## config.mk

```make
export PLATFORM = sky130hd
export DESIGN_NAME = low_power_pin_state_control
export DESIGN_NICKNAME = d
export VERILOG_FILES = /design/src/hw/pin_state_pkg.sv /design/src/hw/low_power_pin_state_control.sv /design/src/hw/pin_state_cell.sv
export VERILOG_INCLUDE_DIRS = /design/src /design/src/hw
export SDC_FILE = /design/constraint.sdc
export NUM_CORES = 1
export LEC_CHECK = 0
export ABC_CLOCK_PERIOD_IN_PS = 3700
export BUFFER_PORTS_ARGS = -buffer_cell sky130_fd_sc_hd__buf_4
export CORE_MARGIN = 2
export CORE_UTILIZATION = 40
export DETAILED_ROUTE_END_ITERATION = 16
export GPL_TIMING_DRIVEN = 0
export PLACE_DENSITY_LB_ADDON = 0.2
export SLEW_MARGIN = 20
export SYNTH_ARGS = -nofsm -noshare
export SYNTH_HDL_FRONTEND = slang
export SYNTH_SLANG_ARGS = --single-unit
```

## constraint.sdc

```tcl
create_clock -name i_clock -period 3.7 [get_ports i_clock]
set_clock_uncertainty 0.2 [all_clocks]
set_input_delay 0.185 -clock i_clock [delete_from_list [all_inputs] [get_ports i_clock]]
set_output_delay 0.185 -clock i_clock [all_outputs]
set_load 0.03 [all_outputs]
```

## src/hw/pin_state_map.svh

```systemverilog
// constant map for the low-power pin state controller
`ifndef PIN_STATE_MAP_SVH
`define PIN_STATE_MAP_SVH

// ****************************************
// port geometry
// ****************************************
`define PORT_W 8
`define NPORT 8
`define PORT1_IDX 3'h0
`define PORT2_IDX 3'h1
`define PORT3_IDX 3'h2
`define PORT4_IDX 3'h3
`define PORT5_IDX 3'h4
`define PORT6_IDX 3'h5
`define PORT7_IDX 3'h6
`define PORT9_IDX 3'h7

// ****************************************
// operating modes
// ****************************************
`define MODE_1 3'h1
`define MODE_2 3'h2
`define MODE_3 3'h3
`define MODE_4 3'h4
`define MODE_7 3'h7

// ****************************************
// special pin positions
// ****************************************
`define CLK_MASK 8'h03
`define PHI_HIGH 8'h01
`define BACK_BIT 2
`define TIMER_BIT 7
`define RW_MASK 8'h08

// ****************************************
// reset timing
// ****************************************
`define CLK_PERIOD_NS 100
`define CLK_INIT_NS 50
`define ADDR_INIT_NS 150
`define CLK_INIT_CYC ((`CLK_INIT_NS + `CLK_PERIOD_NS - 1) / `CLK_PERIOD_NS)
`define ADDR_INIT_CYC ((`ADDR_INIT_NS + `CLK_PERIOD_NS - 1) / `CLK_PERIOD_NS)

// ****************************************
// register map
// ****************************************
`define REG_GRP_MASK 8'he0
`define REG_DDR_BASE 8'h00
`define REG_PDATA_BASE 8'h20
`define REG_STATUS 8'h40
`define REG_IDX_MSB 4
`define REG_IDX_LSB 2
`define STAT_STATE_LSB 4
`define STAT_CNT_LSB 8

`endif

```

## src/hw/pin_state_pkg.sv

```systemverilog
// types shared by the pin state controller
`include "pin_state_map.svh"

package pin_state_pkg;

  // ****************************************
  // operating states
  // ****************************************
  typedef enum logic [2:0] {
    OP_RUN,
    OP_SLEEP,
    OP_SW_STBY,
    OP_HW_STBY,
    OP_BUS_REL,
    OP_RESET
  } op_state_t;

  // ****************************************
  // carriers
  // ****************************************
  typedef struct packed {
    logic [`PORT_W-1:0] en;
    logic [`PORT_W-1:0] oe;
    logic [`PORT_W-1:0] out;
  } func_t;

  typedef struct packed {
    logic [`PORT_W-1:0] oe;
    logic [`PORT_W-1:0] out;
    logic [`PORT_W-1:0] pu;
  } pin_t;

endpackage

```

## src/hw/low_power_pin_state_control.sv

```systemverilog
// per-pin state selection across reset, standby, sleep and bus release
//
// Added by the designer: the register addresses and the Avalon-MM slave port.
`include "pin_state_map.svh"

//Behaviour
//software standby frees timer pin to port
//software standby floats bus-grant acknowledge pin
//software standby returns peripheral pins to port
//sleep in 2/4: address low, inputs float
//ports 5/6 pull-up when input, data one
//address low, strobe high two cycles later
//clock pins become outputs one cycle later
//pull-ups off in reset and hardware standby
//pin drive chosen from state, mode, bits
module low_power_pin_state_control
  import pin_state_pkg::*;
#(
  parameter int CNT_W = 3
)
(
  input wire logic i_clock,
  input wire logic i_reset,
  input wire logic i_res_n,
  input wire logic [2:0] i_mode,
  input op_state_t i_state,
  input func_t [`NPORT-1:0] i_func,
  input wire logic [7:0] i_avs_address,
  input wire logic i_avs_read,
  input wire logic i_avs_write,
  input wire logic [31:0] i_avs_writedata,
  input wire logic [3:0] i_avs_byteenable,
  output logic [31:0] o_avs_readdata,
  output logic o_avs_waitrequest,
  output pin_t [`NPORT-1:0] o_pins
);

  localparam logic [CNT_W-1:0] CLK_CYC = CNT_W'(`CLK_INIT_CYC);
  localparam logic [CNT_W-1:0] ADDR_CYC = CNT_W'(`ADDR_INIT_CYC);

  // ****************************************
  // pin classification
  // ****************************************
  function automatic logic full_addr(input logic [2:0] p, input logic [2:0] m);
    full_addr = (p == `PORT4_IDX && m != `MODE_7) || (p == `PORT5_IDX && (m == `MODE_1 || m == `MODE_3))
      || (p == `PORT6_IDX && m == `MODE_3);
  endfunction

  function automatic logic part_addr(input logic [2:0] p, input logic [2:0] m);
    part_addr = (p == `PORT5_IDX && (m == `MODE_2 || m == `MODE_4)) || (p == `PORT6_IDX && m == `MODE_4);
  endfunction

  function automatic logic pull_ok(input logic [2:0] p, input logic [2:0] m);
    pull_ok = (p == `PORT5_IDX && (m == `MODE_2 || m == `MODE_4 || m == `MODE_7))
      || (p == `PORT6_IDX && m != `MODE_3);
  endfunction

  function automatic pin_t decide(input logic [2:0] p, input logic [2:0] m, input op_state_t st,
                                  input logic [`PORT_W-1:0] ddr, input logic [`PORT_W-1:0] pdata, input func_t f);
    pin_t r;
    logic ext;
    logic strb;
    logic data;
    logic fa;
    logic pa;
    ext = m != `MODE_7;
    strb = ext && p == `PORT2_IDX;
    data = ext && p == `PORT3_IDX;
    fa = full_addr(p, m);
    pa = part_addr(p, m);
    r.oe = (f.en & f.oe) | (~f.en & ddr);
    r.out = (f.en & f.out) | (~f.en & pdata);
    r.pu = pull_ok(p, m) ? (~ddr & pdata) : '0;
    unique case (st)
      OP_RESET:
      begin
        r = '0;
        if (strb)
        begin
          r.oe = '1;
          r.out = '1;
        end
        if (fa)
        begin
          r.oe = '1;
        end
        if (p == `PORT1_IDX)
        begin
          r.oe = `CLK_MASK;
          r.out = f.out & `CLK_MASK;
        end
      end
      OP_HW_STBY:
      begin
        r = '0;
      end
      OP_SW_STBY:
      begin
        // peripherals are reset, so the timer pin and the other peripheral pins fall back to plain port
        r.oe = ddr;
        r.out = pdata;
        if (strb || data || fa || pa)
        begin
          r.oe = '0;
        end
        if (p == `PORT1_IDX)
        begin
          r.oe[`BACK_BIT] = ddr[`BACK_BIT] & ~f.en[`BACK_BIT];
          if (ext)
          begin
            r.out = (pdata & ~`CLK_MASK) | `PHI_HIGH;
          end
          else
          begin
            r.oe = r.oe & ~`CLK_MASK;
          end
        end
      end
      OP_SLEEP:
      begin
        if (strb)
        begin
          r.oe = '1;
          r.out = '1;
        end
        if (data)
        begin
          r.oe = '0;
        end
        if (fa)
        begin
          r.oe = '1;
          r.out = '0;
        end
        if (pa)
        begin
          r.oe = ddr;
          r.out = '0;
        end
      end
      OP_BUS_REL:
      begin
        if (strb || data || fa || pa)
        begin
          r.oe = '0;
        end
      end
      OP_RUN:
      begin
        if (strb || data || fa)
        begin
          r.oe = f.oe;
          r.out = f.out;
        end
        if (pa)
        begin
          r.oe = ddr;
          r.out = f.out;
        end
      end
      default:
      begin
        r = '0;
      end
    endcase
    decide = r;
  endfunction

  // ****************************************
  // effective state and reset counter
  // ****************************************
  op_state_t eff;
  logic [CNT_W-1:0] rcnt_q;
  logic [CNT_W-1:0] rcnt_d;

  always_comb
  begin
    if (i_state == OP_HW_STBY)
    begin
      eff = OP_HW_STBY;
    end
    else if (!i_res_n)
    begin
      eff = OP_RESET;
    end
    else
    begin
      eff = i_state;
    end
    rcnt_d = '0;
    if (eff == OP_RESET)
    begin
      rcnt_d = (rcnt_q == ADDR_CYC) ? rcnt_q : rcnt_q + CNT_W'(1);
    end
  end

  always_ff @(posedge i_clock)
  begin
    if (i_reset)
    begin
      rcnt_q <= '0;
    end
    else
    begin
      rcnt_q <= rcnt_d;
    end
  end

  // ****************************************
  // register slave
  // ****************************************
  logic [`PORT_W-1:0] ddr_q [`NPORT];
  logic [`PORT_W-1:0] ddr_d [`NPORT];
  logic [`PORT_W-1:0] pdata_q [`NPORT];
  logic [`PORT_W-1:0] pdata_d [`NPORT];
  logic ack_q;
  logic ack_d;
  logic [31:0] rdata_q;
  logic [31:0] rdata_d;
  logic [2:0] ridx;
  logic sel_ddr;
  logic sel_pdata;

  always_comb
  begin
    ridx = i_avs_address[`REG_IDX_MSB:`REG_IDX_LSB];
    sel_ddr = (i_avs_address & `REG_GRP_MASK) == `REG_DDR_BASE;
    sel_pdata = (i_avs_address & `REG_GRP_MASK) == `REG_PDATA_BASE;
    // one wait state: the answer is formed while waitrequest is high
    ack_d = (i_avs_read || i_avs_write) && !ack_q;
    rdata_d = rdata_q;
    if (i_avs_read && !ack_q)
    begin
      if (sel_ddr)
      begin
        rdata_d = 32'(ddr_q[ridx]);
      end
      else if (sel_pdata)
      begin
        rdata_d = 32'(pdata_q[ridx]);
      end
      else if (i_avs_address == `REG_STATUS)
      begin
        rdata_d = 32'(i_mode) | (32'(eff) << `STAT_STATE_LSB) | (32'(rcnt_q) << `STAT_CNT_LSB);
      end
      else
      begin
        rdata_d = '0;
      end
    end
    ddr_d = ddr_q;
    pdata_d = pdata_q;
    if (eff == OP_RESET)
    begin
      ddr_d = '{default: '0};
      pdata_d = '{default: '0};
    end
    else if (i_avs_write && ack_q && i_avs_byteenable[0])
    begin
      if (sel_ddr)
      begin
        ddr_d[ridx] = i_avs_writedata[`PORT_W-1:0];
      end
      if (sel_pdata)
      begin
        pdata_d[ridx] = i_avs_writedata[`PORT_W-1:0];
      end
    end
  end

  always_ff @(posedge i_clock)
  begin
    if (i_reset)
    begin
      ack_q <= 1'b0;
      rdata_q <= '0;
      ddr_q <= '{default: '0};
      pdata_q <= '{default: '0};
    end
    else
    begin
      ack_q <= ack_d;
      rdata_q <= rdata_d;
      ddr_q <= ddr_d;
      pdata_q <= pdata_d;
    end
  end

  assign o_avs_waitrequest = (i_avs_read || i_avs_write) && !ack_q;
  assign o_avs_readdata = rdata_q;

  // ****************************************
  // per-port selection
  // ****************************************
  for (genvar g = 0; g < `NPORT; g++)
  begin : g_port
    localparam logic [2:0] PIDX = 3'(g);
    pin_t nxt;
    logic [`PORT_W-1:0] hold;

    always_comb
    begin
      nxt = decide(PIDX, i_mode, eff, ddr_q[g], pdata_q[g], i_func[g]);
      hold = '0;
      if (eff == OP_RESET)
      begin
        // full address lines and the RW strobe bit of port 2 keep their last level until the counter expires
        if (PIDX == `PORT1_IDX && rcnt_q < CLK_CYC)
        begin
          hold = `CLK_MASK;
        end
        if (full_addr(PIDX, i_mode) && rcnt_q < ADDR_CYC)
        begin
          hold = '1;
        end
        if (PIDX == `PORT2_IDX && i_mode != `MODE_7 && rcnt_q < ADDR_CYC)
        begin
          hold = `RW_MASK;
        end
      end
    end

    pin_state_cell u_cell (
      .i_clock(i_clock),
      .i_reset(i_reset),
      .i_hold(hold),
      .i_next(nxt),
      .o_pin(o_pins[g])
    );
  end
endmodule

```

## src/hw/pin_state_cell.sv

```systemverilog
// output register of one port with per-bit hold
`include "pin_state_map.svh"
module pin_state_cell
  import pin_state_pkg::*;
(
  input wire logic i_clock,
  input wire logic i_reset,
  input wire logic [`PORT_W-1:0] i_hold,
  input pin_t i_next,
  output pin_t o_pin
);

  pin_t pin_q;
  pin_t pin_d;

  // ****************************************
  // next value
  // ****************************************
  always_comb
  begin
    pin_d.oe = (i_hold & pin_q.oe) | (~i_hold & i_next.oe);
    pin_d.out = (i_hold & pin_q.out) | (~i_hold & i_next.out);
    pin_d.pu = (i_hold & pin_q.pu) | (~i_hold & i_next.pu);
  end

  // ****************************************
  // register
  // ****************************************
  always_ff @(posedge i_clock)
  begin
    if (i_reset)
    begin
      pin_q <= '0;
    end
    else
    begin
      pin_q <= pin_d;
    end
  end

  assign o_pin = pin_q;

endmodule

```

### Yosys cells after proc, flatten, opt, wreduce, memory -nomap -nowiden

Index checks and enable logic that the tools add are counted.

* bits in registers: 332
* input bits: 247
* output and inout port bits: 225
* logic and storage cells: 265

* add/sub/neg operators: 1
* $lt $le $gt $ge: 4
* equal/unequal tests: 15
* multiplexer cells: 71
* bitwise operators: 110
* reduce and logical (&&, ||, !) cells: 24

Operators by type and width (count)
* $and A8 B8 Y8: 58
* $mux W8: 29
* $mux W16: 14
* $or A8 B8 Y8: 28
* $pmux W8 S5: 5
* $bwmux W64: 2
* $not A8 Y8: 14
* $pmux W8 S4: 3
* $mux W32: 2
* $pmux W16 S2: 2
* $bmux W8 S3: 2
* $pmux W16 S3: 1
* $pmux W8 S3: 2
* $and A4 B8 Y8: 3
* $demux W8 S3: 1
* $eq A3 B2 Y1 const B: 5
* $eq A3 B3 Y1 const B: 4
* $mux W11: 1
* $or A7 B11 Y11: 1
* $eq A3 B1 Y1 const B: 3
* $eq A8 B7 Y1 const B: 1
* $logic_and A1 B1 Y1: 8
* $logic_not A8 Y1: 1
* $mux W4: 2
* 21 further kinds: 33

### Depth between registers and ports, before layout

* word-level depth: 8
* mapped depth: 9

### Cells and area by module

A second synthesis with hierarchy kept.

* cells, all modules: 2021
* area total of the unflattened synthesis: 17551.8 um^2

Modules (own cells, without submodules)
* low_power_pin_state_control: instances 1, cells an instance 1429, area an instance 10885.4 um^2, seq. area each 2862.7 um^2
* pin_state_cell: instances 8, cells an instance 74, area an instance 833.3 um^2, seq. area each 480.5 um^2

### Least setup slack after synthesis

Ideal clock, no wire load.

* path type: register to register
* start: register rcnt_q[2]
* end: register (tool-made name)
* library setup time: 60 ps
* arrival time: 1755 ps
* data required time: 3440 ps
* path slack: 1686 ps
* cell stages (with the launch flop): 7
* cells stage by stage: dfxtp_1 > or2_1 > clkbuf_1 > or4_1 > buf_2 > nor3_4 > a22o_1

RTL lines
* from (decl): line low_power_pin_state_control.sv:173 `logic [CNT_W-1:0] rcnt_q;`
* from (signal assigned): line low_power_pin_state_control.sv:205 `rcnt_q <= rcnt_d;`

### Worst setup path after layout

* start: input port i_mode[2]
* end: register g_port[1].u_cell.pin_q (netlist bit g_port[1].u_cell.o_pin[15])

* longest elaborated chain between the ends: 5

Ends and longest elaborated chain
* from (decl): line low_power_pin_state_control.sv:25 `input wire logic [2:0] i_mode,`
* $ne A3 B3 Y1 (no source line) *
* $mux W16, on equally long branches: line low_power_pin_state_control.sv:150, low_power_pin_state_control.sv:78, low_power_pin_state_control.sv:121
* $pmux W8 S5 *: line low_power_pin_state_control.sv:74 `unique case (st)`
* $and A8 B8 Y8 *: line pin_state_cell.sv:22 `pin_d.out = (i_hold & pin_q.out) | (~i_hold & i_next.out);`
* $or A8 B8 Y8 *: line pin_state_cell.sv:22
* to (signal assigned): line pin_state_cell.sv:37 `pin_q <= pin_d;`
* to (decl): line pin_state_cell.sv:13 `pin_t pin_q;`

Every way passes the cells marked *; elsewhere a longest branch is shown, timed or not.
A chain may end at the register's enable or synchronous reset.

==> results.sh <==
export IMPL_place_ws_ps=569
export IMPL_finalHoldViolCount=0
export IMPL_cp_slowest_stage_delay_ps=600
export IMPL_synth_edf_count=0
export IMPL_drt_pass1_iterations=6
export IMPL_avgSynthCellArea_um2=8.44
export IMPL_portBuffers=378
export IMPL_p_per_area_nw_per_um2=365
export IMPL_ant_nets=0
export IMPL_vias=18200
export IMPL_cp_arrival_ps=3840
export IMPL_drcViolationCount=0
export IMPL_netlist_area_um2=15100
export IMPL_htree_levels=2
export IMPL_timing_fmax_mhz=278
export IMPL_cts_root_buffer="clkbuf_16"
export IMPL_drv_cap=0
export IMPL_vias_per_cell=5.90
export IMPL_postSynthCellCount=1791
export IMPL_path_cells="dlygate4sd3_1, buf_2, and3_1, clkbuf_1, buf_2, buf_2, a21oi_1, o21ai_0, dlygate4sd3_1, a31oi_1, dlygate4sd3_1"
export IMPL_rsz0062_at_grt="no"
export IMPL_start_kind="input port"
export IMPL_wirelength_mm=76.3
export IMPL_drive_gt1_share_pct=23.1
export IMPL_slew_headroom_pct=26.2
export IMPL_timing_final_ws_setup_ps=98.3
export IMPL_async_flop_share_pct=0
export IMPL_hpwlAfterDp_mm=55.7
export IMPL_die_h_um=198
export IMPL_layout_nets=2802
export IMPL_seq_area_frac_synth_pct=39.5
export IMPL_ys_ff_latch=298
export IMPL_dieArea_um2=39300
export IMPL_total_power_mw=8.35
export IMPL_critPathMaxFanout=10
export IMPL_criticalPathCategory="input port to flop"
export IMPL_fin_util_pct=61.2
export IMPL_antenna_found_initial=1
export IMPL_synth_ff_type="dfxtp_1"
export IMPL_clkTransAtPathRegs_ps=60
export IMPL_cts_tree="built"
export IMPL_fillers=3227
export IMPL_end_kind="flop"
export IMPL_worst_pin_slew_ps=1100
export IMPL_period_share_pct=97.3
export IMPL_crit_slowest_cell="dlygate4sd3_1"
export IMPL_dpl_cell_area_um2=18800
export IMPL_critPathTopFamily="buffers and inverters"
export IMPL_grt_start_max_net_pins=13
export IMPL_ys_types=84
export IMPL_track_usage_pct=37.4
export IMPL_cp_required_ps=3930
export IMPL_core_rowCount=71
export IMPL_first_iter_violations=1807
export IMPL_grt_overflow=0
export IMPL_clk_path_buf_depth=3
export IMPL_initial_core_util_pct=40.4
export IMPL_cellLeakagePower_nw=8.89
export IMPL_setup_viol_count_final=0
export IMPL_status="complete, no violations"
export IMPL_fin_crit_ps=3600
export IMPL_slew_violations=0
export IMPL_ir_drop_mv=0.387
export IMPL_routabilityCongestion=1.01
export IMPL_wire_per_inst_um=24.7
export IMPL_area_growth_synth_to_final_pct=51.4
export IMPL_grt_pass1_vias=17300
export IMPL_final_area_um2=22900
export IMPL_core_region_area_um2=37400
export IMPL_cp_buffers_inverters=7
export IMPL_tns_ps=0
export IMPL_numCtsBuffers=35
export IMPL_min_path_type="input port to flop"
export IMPL_fp_dieW_um=198
export IMPL_clkSinkCount=298
export IMPL_io_pins=472
export IMPL_yosysWarnings=0
export IMPL_grt_first_pass_wirelength_mm=109
export IMPL_clock_latency_ps=550
-- power breakdown --
group	internal (mW)	switching (mW)	leakage, nW
combinational	0.607	0.880	5.92
sequential	3.26	0.0292	2.41
clock	2.12	1.45	0.561
-- metrics by stage --
step           hold slack (ps)  instances
2_1_floorplan              129       1848
3_3_place_gp               243       2737
3_5_place_dp               250       2737
4_1_cts                   7.85       3088
5_1_grt                   31.3       3089
6_report                  22.6       3090
-- layout make-up --
cell class                      count  area (µm²)  share of cell area (%)
Tap cell                          511         639                    2.79
Clock buffer                       53        1020                    4.47
Sequential cell                   298        5970                    26.1
Clock inverter                      8         129                   0.563
Multi-Input combinational cell   1326        8250                    36.0
Antenna cell                        2        5.00                  0.0219
Buffer                            200        1040                    4.54
Inverter                           24        90.1                   0.394
Timing Repair Buffer              668        5740                    25.1
-- worst min-delay path, stage by stage --
cell and delay, ps:
buf_4 90, o221ai_1 90, o221ai_1 210, a32o_1 170
-- cells in the mapped netlist (9+ instances only) --
master / instances / area [µm²]
a31oi_1: 16 / 100
a22oi_1: 20 / 150
and2_1: 18 / 113
nor2b_1: 9 / 56.3
nand3_1: 58 / 290
nand2b_1: 16 / 100
dfxtp_1: 298 / 5970
nand2_1: 134 / 503
mux2i_1: 79 / 791
nor3_1: 12 / 60.1
buf_1: 11 / 41.3
buf_2: 32 / 160
a32oi_1: 75 / 657
o22ai_1: 22 / 138
mux2_2: 29 / 327
a221oi_1: 13 / 114
inv_1: 20 / 75.1
buf_4: 66 / 495
o21ai_0: 144 / 721
clkbuf_1: 91 / 342
nor3b_1: 11 / 82.6
a211oi_1: 11 / 82.6
a311oi_1: 9 / 78.8
a221o_1: 9 / 90.1
a222oi_1: 16 / 160
a22o_1: 16 / 140
nor2_1: 205 / 769
a21oi_1: 184 / 921
o221ai_1: 34 / 298
-- cell usage in the layout, fill, tap and decap left out, types with 6 or more instances in the layout --
cell / netlist / final
conb_1: 1 / 58
o22ai_1: 22 / 22
a222oi_1: 16 / 16
a221o_1: 9 / 9
dlygate4sd3_1: 0 / 290
nand2_1: 134 / 134
a32oi_1: 75 / 75
buf_1: 11 / 11
a21oi_1: 184 / 184
clkbuf_8: 0 / 8
nor3_4: 6 / 6
buf_4: 66 / 444
a22oi_1: 20 / 20
clkbuf_16: 0 / 35
nor2_1: 205 / 204
o221ai_1: 34 / 34
nor2b_1: 9 / 9
o21ai_0: 144 / 144
and2_1: 18 / 18
buf_2: 32 / 32
nor3_1: 12 / 11
a221oi_1: 13 / 13
mux2_2: 29 / 29
a22o_1: 16 / 16
dfxtp_1: 298 / 298
or4_1: 7 / 7
clkbuf_1: 91 / 100
a311oi_1: 9 / 9
nand3_1: 58 / 58
a31oi_1: 16 / 16
inv_1: 20 / 20
nor3b_1: 11 / 11
nand2b_1: 16 / 16
mux4_2: 8 / 8
a211oi_1: 11 / 11
mux2i_1: 79 / 79
a21o_1: 8 / 8
-- cell families after synthesis --
group,synth area share [%]
mux,8.59
flops,39.5
fa+ha+maj,0.166
xor+xnor,0.290
other cells,0.0248
simple gates,16.4
compound gates,27.6
buf+inv,7.47
-- repair_timing --
action	in CTS	in global routing
endpoints found under the hold margin	176	0
gates resized for setup	0	3
endpoints found under the setup margin	0	8
setup buffers	0	0
hold buffers	290	0
-- path summary, 6_finish.rpt --
| check | cells after the start | to | start | slack [ps] |
|---|---|---|---|---|
| max | 11 | g_port[1].u_cell.o_pin[15]$_SDFF_PP0_ | i_mode[2] | 100 |
| min reg2reg | 1 | g_port[3].u_cell.o_pin[6]$_SDFF_PP0_ | g_port[3].u_cell.o_pin[6]$_SDFF_PP0_ | 260 |
| min | 4 | flop | i_func[104] | 20 |
| max reg2reg | 6 | flop | rcnt_q[2]$_SDFFE_PP0N_ | 930 |
-- metal layers --
metal	part of all wire [%]	GRT usage, %	vias to the layer above
li1	-	-	8097
met1	40	47.4	8789
met2	46	61.2	1148
met3	9.2	6.75	207
met4	4.6	18.6	0
met5	0	0	-
Note: power is estimated with default switching activity, not from simulation.
